<file path="src/rtl/standby_pkg.sv">
// Summary of operation
// - Halt instruction gates CPU clock only
// - Running low-speed oscillator stays on in HALT
// - Stop instruction stops system oscillator and peripherals
// - Unmasked interrupt releases STOP mode
// - Registers, flags and memory keep their values
// - Port latches and output buffers are held
// - Stop bit acts only if option allows
// - Non-stoppable low-speed oscillator always runs; code holds it off in reset and turns it on at first enabled clock after
// - Watchdog on low-speed clock halts in STOP if low-speed oscillator is stoppable
// - Running low-speed oscillator cannot stop in STOP
// - Settling wait only for crystal/ceramic source
// - No wait for internal or external clock
// - Codes select 2^10, 2^12, 2^15, 2^17 periods
// - Settling counted from oscillation start; after STOP code counts from end of stop interval if that is later
// - Stop interval of at least 17 us after release
// - Reset settling time comes from option setting
// - Unmasked request releases HALT with fixed latency
// - Pending unmasked request cancels standby at once
// - Reset releases HALT and restarts normally

package standby_pkg;

  // ****************************************
  // Register map
  // ****************************************
  localparam logic [15:0] OSC_SETTLE_SEL_ADDR = 16'hFFF4;
  localparam logic [1:0]  SETTLE_SEL_RST      = 2'h3;

  // ****************************************
  // Timing
  // ****************************************
  localparam int CLK_MHZ       = 100;
  localparam int STOP_MIN_US   = 17;
  localparam int STOP_MIN_CYC  = STOP_MIN_US * CLK_MHZ;
  localparam int WAKE_VEC_CYC  = 11;
  localparam int WAKE_NEXT_CYC = 3;
  localparam int SETTLE_EXP0   = 10;
  localparam int SETTLE_EXP1   = 12;
  localparam int SETTLE_EXP2   = 15;
  localparam int SETTLE_EXP3   = 17;
  localparam int CNT_W         = 18;

  typedef enum logic [2:0] {
    ST_RST_SETTLE,
    ST_RUN,
    ST_HALT,
    ST_STOP,
    ST_RESTART,
    ST_SETTLE,
    ST_WAKE
  } standby_state_e;

endpackage

</file>
<file path="src/rtl/standby_mode_controller.sv">
`timescale 1ns/100ps
`default_nettype none

module standby_mode_controller
  import standby_pkg::*;
#(
  parameter int SETTLE_CYC0 = 2 ** SETTLE_EXP0,
  parameter int SETTLE_CYC1 = 2 ** SETTLE_EXP1,
  parameter int SETTLE_CYC2 = 2 ** SETTLE_EXP2,
  parameter int SETTLE_CYC3 = 2 ** SETTLE_EXP3
) (
  input  wire logic        core_clk_i,
  input  wire logic        srst_i,
  input  wire logic        clk_en_i,
  input  wire logic        halt_exec_i,
  input  wire logic        stop_exec_i,
  input  wire logic        irq_unmasked_i,
  input  wire logic        global_irq_accept_i,
  input  wire logic        osc_src_xtal_i,
  input  wire logic        osc_running_i,
  input  wire logic        opt_settle_sel_i,
  input  wire logic        opt_settle_sel_hi_i,
  input  wire logic        ls_osc_stoppable_i,
  input  wire logic        low_speed_osc_stop_bit_i,
  input  wire logic        wdt_clk_low_speed_i,
  input  wire logic [15:0] reg_addr_i,
  input  wire logic [7:0]  reg_wdata_i,
  input  wire logic        reg_wr_i,
  input  wire logic        reg_rd_i,
  output logic      [7:0]  reg_rdata_o,
  output logic             cpu_clk_en_o,
  output logic             sys_osc_en_o,
  output logic             periph_clk_en_o,
  output logic             low_speed_osc_en_o,
  output logic             wdt_halt_o,
  output logic             state_hold_o,
  output logic             halt_mode_o,
  output logic             stop_mode_o,
  output logic             vector_irq_o
);

  // ****************************************
  // Declarations
  // ****************************************
  standby_state_e   state_reg;
  standby_state_e   state_next;
  logic [CNT_W-1:0] cnt_reg;
  logic [CNT_W-1:0] cnt_next;
  logic [1:0]       settle_sel_reg;
  logic [1:0]       opt_sel_reg;
  logic             irq_accept_reg;
  logic             restart_done;
  logic             settle_done;
  logic             rst_done;
  logic             wake_done;
  logic             standby_next;
  logic             ls_req;
  logic [7:0]       reg_rdata_reg;
  logic             cpu_clk_en_reg;
  logic             sys_osc_en_reg;
  logic             periph_clk_en_reg;
  logic             ls_en_reg;
  logic             wdt_halt_reg;
  logic             hold_reg;
  logic             halt_mode_reg;
  logic             stop_mode_reg;
  logic             vector_reg;
  logic             in_settle;

  function automatic logic [CNT_W-1:0] settle_last(input logic [1:0] sel);
    int n;
    unique case (sel)
      2'h0: n = SETTLE_CYC0;
      2'h1: n = SETTLE_CYC1;
      2'h2: n = SETTLE_CYC2;
      2'h3: n = SETTLE_CYC3;
    endcase
    settle_last = CNT_W'(n - 1);
  endfunction

  // ****************************************
  // Select register
  // ****************************************
  always_ff @(posedge core_clk_i) begin
    if (srst_i) begin
      settle_sel_reg <= SETTLE_SEL_RST;
    end else if (clk_en_i && reg_wr_i && reg_addr_i == OSC_SETTLE_SEL_ADDR) begin
      settle_sel_reg <= reg_wdata_i[1:0];
    end
  end

  always_ff @(posedge core_clk_i) begin
    if (srst_i) begin
      reg_rdata_reg <= 8'h00;
    end else if (clk_en_i) begin
      if (reg_rd_i && reg_addr_i == OSC_SETTLE_SEL_ADDR) begin
        reg_rdata_reg <= {6'h00, settle_sel_reg};
      end else begin
        reg_rdata_reg <= 8'h00;
      end
    end
  end

  always_ff @(posedge core_clk_i) begin
    if (srst_i) begin
      opt_sel_reg <= {opt_settle_sel_hi_i, opt_settle_sel_i};
    end
  end

  // ****************************************
  // Mode sequencer
  // ****************************************
  // Stop interval before restart
  assign restart_done = (cnt_reg >= CNT_W'(STOP_MIN_CYC - 1)) && osc_running_i;
  assign settle_done  = cnt_reg == settle_last(settle_sel_reg);
  assign rst_done     = osc_running_i &&
                        (!osc_src_xtal_i || cnt_reg == settle_last(opt_sel_reg));
  assign wake_done    = cnt_reg == (irq_accept_reg ? CNT_W'(WAKE_VEC_CYC - 1)
                                                   : CNT_W'(WAKE_NEXT_CYC - 1));
  assign in_settle    = state_reg == ST_SETTLE;

  always_comb begin
    state_next = state_reg;
    unique case (state_reg)
      ST_RST_SETTLE: begin
        if (rst_done) begin
          state_next = ST_RUN;
        end
      end
      ST_RUN: begin
        if (stop_exec_i) begin
          state_next = irq_unmasked_i ? ST_WAKE : ST_STOP;
        end else if (halt_exec_i) begin
          state_next = irq_unmasked_i ? ST_WAKE : ST_HALT;
        end
      end
      ST_HALT: begin
        if (irq_unmasked_i) begin
          state_next = ST_WAKE;
        end
      end
      ST_STOP: begin
        if (irq_unmasked_i) begin
          state_next = ST_RESTART;
        end
      end
      ST_RESTART: begin
        if (restart_done) begin
          state_next = osc_src_xtal_i ? ST_SETTLE : ST_WAKE;
        end
      end
      ST_SETTLE: begin
        if (settle_done) begin
          state_next = ST_WAKE;
        end
      end
      ST_WAKE: begin
        if (wake_done) begin
          state_next = ST_RUN;
        end
      end
      default: begin
        state_next = ST_RST_SETTLE;
      end
    endcase
  end

  always_comb begin
    if (state_next != state_reg) begin
      cnt_next = '0;
    end else if ((state_reg == ST_SETTLE || state_reg == ST_RST_SETTLE) && !osc_running_i) begin
      cnt_next = '0;
    end else if (&cnt_reg) begin
      cnt_next = cnt_reg;
    end else begin
      cnt_next = cnt_reg + CNT_W'(1);
    end
  end

  always_ff @(posedge core_clk_i) begin
    if (srst_i) begin
      state_reg <= ST_RST_SETTLE;
    end else if (clk_en_i) begin
      state_reg <= state_next;
    end
  end

  always_ff @(posedge core_clk_i) begin
    if (srst_i) begin
      cnt_reg <= '0;
    end else if (clk_en_i) begin
      cnt_reg <= cnt_next;
    end
  end

  always_ff @(posedge core_clk_i) begin
    if (srst_i) begin
      irq_accept_reg <= 1'b0;
    end else if (clk_en_i && state_next == ST_WAKE && state_reg != ST_WAKE) begin
      irq_accept_reg <= global_irq_accept_i;
    end
  end

  // ****************************************
  // Clock and hold controls
  // ****************************************
  assign standby_next = state_next inside {ST_HALT, ST_STOP, ST_RESTART};
  // Stop bit honoured only when stoppable
  assign ls_req       = !(ls_osc_stoppable_i && low_speed_osc_stop_bit_i);

  always_ff @(posedge core_clk_i) begin
    if (srst_i) begin
      cpu_clk_en_reg    <= 1'b0;
      sys_osc_en_reg    <= 1'b1;
      periph_clk_en_reg <= 1'b0;
      hold_reg          <= 1'b0;
      halt_mode_reg     <= 1'b0;
      stop_mode_reg     <= 1'b0;
      vector_reg        <= 1'b0;
    end else if (clk_en_i) begin
      cpu_clk_en_reg    <= state_next == ST_RUN;
      // Oscillator and peripherals off in stop
      sys_osc_en_reg    <= state_next != ST_STOP;
      periph_clk_en_reg <= state_next inside {ST_RUN, ST_HALT, ST_WAKE};
      hold_reg          <= state_next inside {ST_HALT, ST_STOP, ST_RESTART, ST_SETTLE, ST_WAKE};
      halt_mode_reg     <= state_next == ST_HALT;
      stop_mode_reg     <= state_next == ST_STOP;
      vector_reg        <= state_reg == ST_WAKE && wake_done && irq_accept_reg;
    end
  end

  always_ff @(posedge core_clk_i) begin
    if (srst_i) begin
      ls_en_reg <= 1'b0;
    end else if (clk_en_i) begin
      ls_en_reg <= standby_next ? (ls_en_reg || ls_req) : ls_req;
    end
  end

  always_ff @(posedge core_clk_i) begin
    if (srst_i) begin
      wdt_halt_reg <= 1'b0;
    end else if (clk_en_i) begin
      wdt_halt_reg <= state_next == ST_STOP && ls_osc_stoppable_i && wdt_clk_low_speed_i;
    end
  end

  assign reg_rdata_o        = reg_rdata_reg;
  assign cpu_clk_en_o       = cpu_clk_en_reg;
  assign sys_osc_en_o       = sys_osc_en_reg;
  assign periph_clk_en_o    = periph_clk_en_reg;
  assign low_speed_osc_en_o = ls_en_reg;
  assign wdt_halt_o         = wdt_halt_reg;
  assign state_hold_o       = hold_reg;
  assign halt_mode_o        = halt_mode_reg;
  assign stop_mode_o        = stop_mode_reg;
  assign vector_irq_o       = vector_reg;
endmodule // standby_mode_controller

`default_nettype wire

</file>
<file path="config.mk">
export PLATFORM = sky130hd
export DESIGN_NAME = standby_mode_controller
export DESIGN_NICKNAME = d
export VERILOG_FILES = /design/src/rtl/standby_pkg.sv /design/src/rtl/standby_mode_controller.sv
export SDC_FILE = /design/constraint.sdc
export NUM_CORES = 1
export LEC_CHECK = 0
export BUFFER_PORTS_ARGS = -buffer_cell sky130_fd_sc_hd__buf_2
export CAP_MARGIN = 20
export CORE_MARGIN = 3
export CORE_UTILIZATION = 56
export CTS_BUF_LIST = sky130_fd_sc_hd__clkbuf_2
export DETAILED_ROUTE_END_ITERATION = 10
export MAX_ROUTING_LAYER = met4
export PLACE_DENSITY = 0.8
export REMOVE_ABC_BUFFERS = 1
export SLEW_MARGIN = 10
export SYNTH_ARGS = -nofsm -noshare
export SYNTH_HDL_FRONTEND = slang
export SYNTH_SLANG_ARGS = --single-unit
</file>
<file path="constraint.sdc">
create_clock -name core_clk_i -period 3.85 [get_ports core_clk_i]
set_clock_uncertainty 0.05 [all_clocks]
set_input_delay 0.77 -clock core_clk_i [delete_from_list [all_inputs] [get_ports core_clk_i]]
set_output_delay 0.77 -clock core_clk_i [all_outputs]
set_load 0.02 [all_outputs]
</file>
Word-level counts from Yosys, hierarchy flattened
Cells that the tools add are included.

storage, ports and cells
  register bits = 43
  input port bits = 40
  logic and storage cells = 92

operators by class
  add/sub/neg operators = 3
  $lt $le $gt $ge = 1
  eq/ne operators = 26
  muxes and demuxes = 20
  reductions and logical operators = 27

operators by type and width
  operator               count
  $pmux 18 s4            2
  $mux 18                3
  $eq 18x18->1           2
  $sub 18x2->18 const B  2
  $mux 3                 10
  $pmux 3 s7             1
  $add 18x1->18 const B  1
  $eq 18x4->1            1
  $eq 3x3->1 const B     6
  $ge 18x11->1 const B   1
  $reduce_and 18->1      1
  $eq 16x16->1 const B   1
  $logic_and 1x1->1      13
  $eq 3x2->1 const B     4
  $eq 2x2->1 const B     4
  $eq 3x1->1 const B     2
  $ne 3x3->1 const B     2
  $reduce_bool 3->1      2
  $reduce_bool 5->1      1
  $eq 2x1->1 const B     2
  $logic_not 2->1        2
  $mux 2                 2
  $mux 4                 1
  $logic_not 1->1        3
  other kinds (6)        8

Longest topological paths before layout
  depth in word-level cells = 11
  mapped depth = 10
  depth with buffers taken out = 9

Worst setup path after synthesis
Ideal clock, no wire load.

  path type = register to register
  from = register cnt_reg[12]
  to = register cnt_reg[13]
  arrival time = 2.623 ns
  required time = 3.729 ns
  slack = 1.106 ns
  stages on the path, launching flop included = 9
  path buffers = 1
  period minus slack after synthesis = 2.744 ns
  cells stage by stage = dfxtp_1 > buf_6 > or4_1 > or4_1 > o211ai_1 > o211ai_1 > a221oi_2 > or4b_1 > a21oi_1

between the ends
  longest elaborated chain between the ends = 8
  elaborated cells on any way between the ends = 20
  classes of those cells = add/sub: 1; order compare: 1; eq/ne: 5; mux: 8; reduce/logical: 5

ends and longest elaborated chain
  item                                                                  line                            RTL
  from (decl)                                                           standby_mode_controller.sv:47   logic [CNT_W-1:0] cnt_reg;
  from (signal assigned)                                                standby_mode_controller.sv:192  cnt_reg <= cnt_next;
  parallel branches: the longest is 8 deep, another holds $ge 18x11->1  -

Several ways; the timed one is not identified. The select of a mux whose other input is x is not followed.
A chain may end at the register's enable or synchronous reset.

Final worst setup path
  from = register cnt_reg[17]
  to = register cnt_reg[13]

The elaborated chain is that of the path after synthesis.

==> run metrics <==
status finished clean; max-slew headroom at the worst pin 61.6%; post-layout utilization of the core 64.7%; largest stage delay on the critical path 570 ps; Peak supply drop 191 uV; post-CTS clock slew at the launch and capture registers of the worst setup and hold paths 200 ps; count of flip-flops with a built-in enable after synthesis 2; Internal Power 501 uW; number of inserted filler cells in the final layout 370; async set or reset register ratio after synthesis 0%; Setup Buffers After CTS 0; number of I/O port buffers 44; data required time of the worst path 4130 ps; number of antenna violations at the first check in global routing 0; vias per inst 6.20; delay-heaviest family, CP simple AND/OR/NAND/NOR gates; worst reg-to-reg setup slack 710 ps; power density over cell area 280 nW/um2; origin of the critical flop-to-flop path cnt_reg[17]; master cell of the clock root buffer clkbuf_2; global-route congestion overflow total 0; clock group share of total power 24.1%; antenna cell count 0; slew at the pin with the worst max-slew slack 571 ps; Static Leakage 0.00101 uW; max FFs per register 18; sequential cell fraction of total power 56.1%; post-synthesis cell count 320; main flop type after synthesis dfxtp_1; first-pass GRT wire length 9920 um; Peak Freq 318 MHz; count of cells along the worst register-to-register path 8; critical path capture point type flip-flop; Die Wd 71.5 um; number of gates given a new drive strength after cts 0; cells traversed along the worst timing path or4_1 > or4_1 > o211ai_1 > o211ai_1 > a221oi_2 > buf_4 > or4b_1 > a21oi_1; origin of the worst setup path cnt_reg[17]; Floorplan Core Area 4060 um2; total number of placement rows 23; All-Layer GR Usage 24.4%; remaining number of nets flagged by the antenna check after routing 0; endpoint of the lowest-slack register-to-register path cnt_reg[13]; share of total power in combinational logic 19.8%; number of nets in the finished design 393; minimum clock period 3140 ps; cell depth of the worst hold path 2; arrival time worst endpoint 3430 ps; Final Routed Wirelength 5910 um; initial cell density of the core 59.2%; total standard cell area after synthesis 2400 um2; sequential area share after synthesis 31.7%; Critical path buffers and inverters 1; net switching power 233 uW; net switching fraction of the power 31.8%; # clock sinks 37; area of the multi-input gates 1480 um2; routability congestion estimate 0.928; CP startpoint kind flip-flop; proportion of layout cells with a drive suffix above 1 17.7%; largest fanout of any net on the critical path 25; Synth-to-Final Area Change 9.22%; number of distinct library cell variants in the gate-level netlist after synthesis 55; initial detailed-routing violation count 200; cell types occupying the most area after synthesis dfxtp_1 (29%), nand2_1 (4.8%), nand3_1 (4.8%); placed wire-length estimate after detailed placement 4220 um; post-route clock period utilization 81.6%; clock latency on the worst-skew pair 380 ps; worst setup path category flip-flop to flip-flop; Crit-path slowest cell or4_1; area fraction of the dominant cell type after synthesis 29.2%; DRC violations left 0; cell count along the critical path 8; Final Setup Violations 0; number of buffers created by CTS 5; number of max-cap violations 0; DIE AREA 5110 um2; unrepaired setup endpoints after global routing no; Hold Path Sink cpu_clk_en_o; syn avg cell area 7.51 um2; Sequential cell area 761 um2; type of the most critical hold path flip-flop to flip-flop; total iterations of the first detailed-routing run 5; via count of the first global-routing pass 2229; vertical die dimension 71.5 um; average wire per standard cell 14.8 um; min-delay src cpu_clk_en_o; maximum number of pins on one net before global-route repair 33; area leader, netlist dfxtp_1; warning count from the yosys run 0; commonest cells in the netlist dfxtp_1 (35), nand2_1 (31), nor2_1 (28); CTS H-tree lvls 2; count of state elements after synthesis 37; Clock Tree Buf Depth 2; final hold violation count 0; number of vias after detailed routing 2478; most used standard cell by instance count after synthesis dfxtp_1; # hold bufs at CTS 0; CTS tree yes; max-slew violation count 0; I/O pin cnt 57; sum of negative setup slack 0 ps
power groups by stage:
stage / registers, uW / clock network, uW / logic, uW
after floorplan: 423 / 0 / 80.5
after global placement: 419 / 0 / 141
after detailed placement: 420 / 0 / 144
after CTS: 412 / 186 / 144
after global routing: 415 / 195 / 161
final: 412 / 177 / 145
cells in the final DEF (no fill, tap or decap), types with 4 or more instances in the layout:
master / synthesis / final
nor3_1: 15 / 15
xnor2_1: 4 / 4
clkbuf_2: 0 / 6
a31oi_1: 11 / 11
conb_1: 1 / 6
and2_1: 4 / 4
o21ai_0: 10 / 10
a21oi_1: 15 / 15
buf_4: 6 / 4
nor2_1: 28 / 28
nand4_1: 12 / 12
nand4b_1: 4 / 4
o211ai_1: 4 / 4
or3_1: 5 / 5
nand3_1: 23 / 23
ha_1: 4 / 4
and3_1: 8 / 8
inv_1: 7 / 7
nor4_1: 7 / 7
buf_2: 3 / 44
nand2b_1: 5 / 5
a211oi_1: 5 / 5
nand2_1: 31 / 31
dfxtp_1: 35 / 35
stage by stage:
| stage | cells | hold WS (ps) | cell area [um2] | total power [uW] | setup slack (ps) |
|---|---|---|---|---|---|
| floorplan | 294 | 426 | 2270 | 504 | 618 |
| global placement | 392 | 401 | 2580 | 560 | 788 |
| detailed placement | 392 | 420 | 2580 | 564 | 742 |
| CTS | 400 | 442 | 2620 | 743 | 695 |
| global route | 400 | 446 | 2620 | 771 | 530 |
| finish | 400 | 441 | 2620 | 734 | 708 |
worst min-delay path, cell delays in order (launching register included):
cell	delay (ps)
dfxtp_1	350
nand2_1	60
a21oi_1	60
worst max path at each step:
stage	endpoint	slack [ps]
global placement	cnt_reg[13]	790
global route	cnt_reg[13]	530
floorplan	cnt_reg[13]	620
finish	cnt_reg[13]	710
detailed placement	cnt_reg[13]	740
CTS	cnt_reg[13]	690
layer usage:
layer  vias to the layer above  GRT usage (%)  part of all wire, %
met4                         0           5.85                 0.86
li1                       1235              -                    -
met5                         -              -                    0
met2                        66           41.8                   49
met3                         6           4.63                  5.3
met1                      1171           29.5                   45
cell type report:
cell class / count / share of cell area, %
Clock inverter: 2 / 0.381
Sequential cell: 37 / 29.0
Clock buffer: 6 / 1.14
Timing Repair Buffer: 48 / 9.54
Inverter: 7 / 1.00
Tap cell: 50 / 2.38
Multi-Input combinational cell: 250 / 56.6
logic make-up (layout without fill, tap and decap cells):
group                      Yosys count  in the layout  share of synthesized area, %
AOI/OAI and AO/OA                   68             68                          19.1
xor gates and xnor gates             7              7                          2.55
adders and majority gates            4              4                          2.08
buffers and inverters               38             63                          7.34
DFF                                 37             37                          31.7
muxes                                3              3                          1.25
other                                1              6                         0.156
and+or+nand+nor                    162            162                          35.8
No activity file was read; power rests on OpenSTA's default activity.
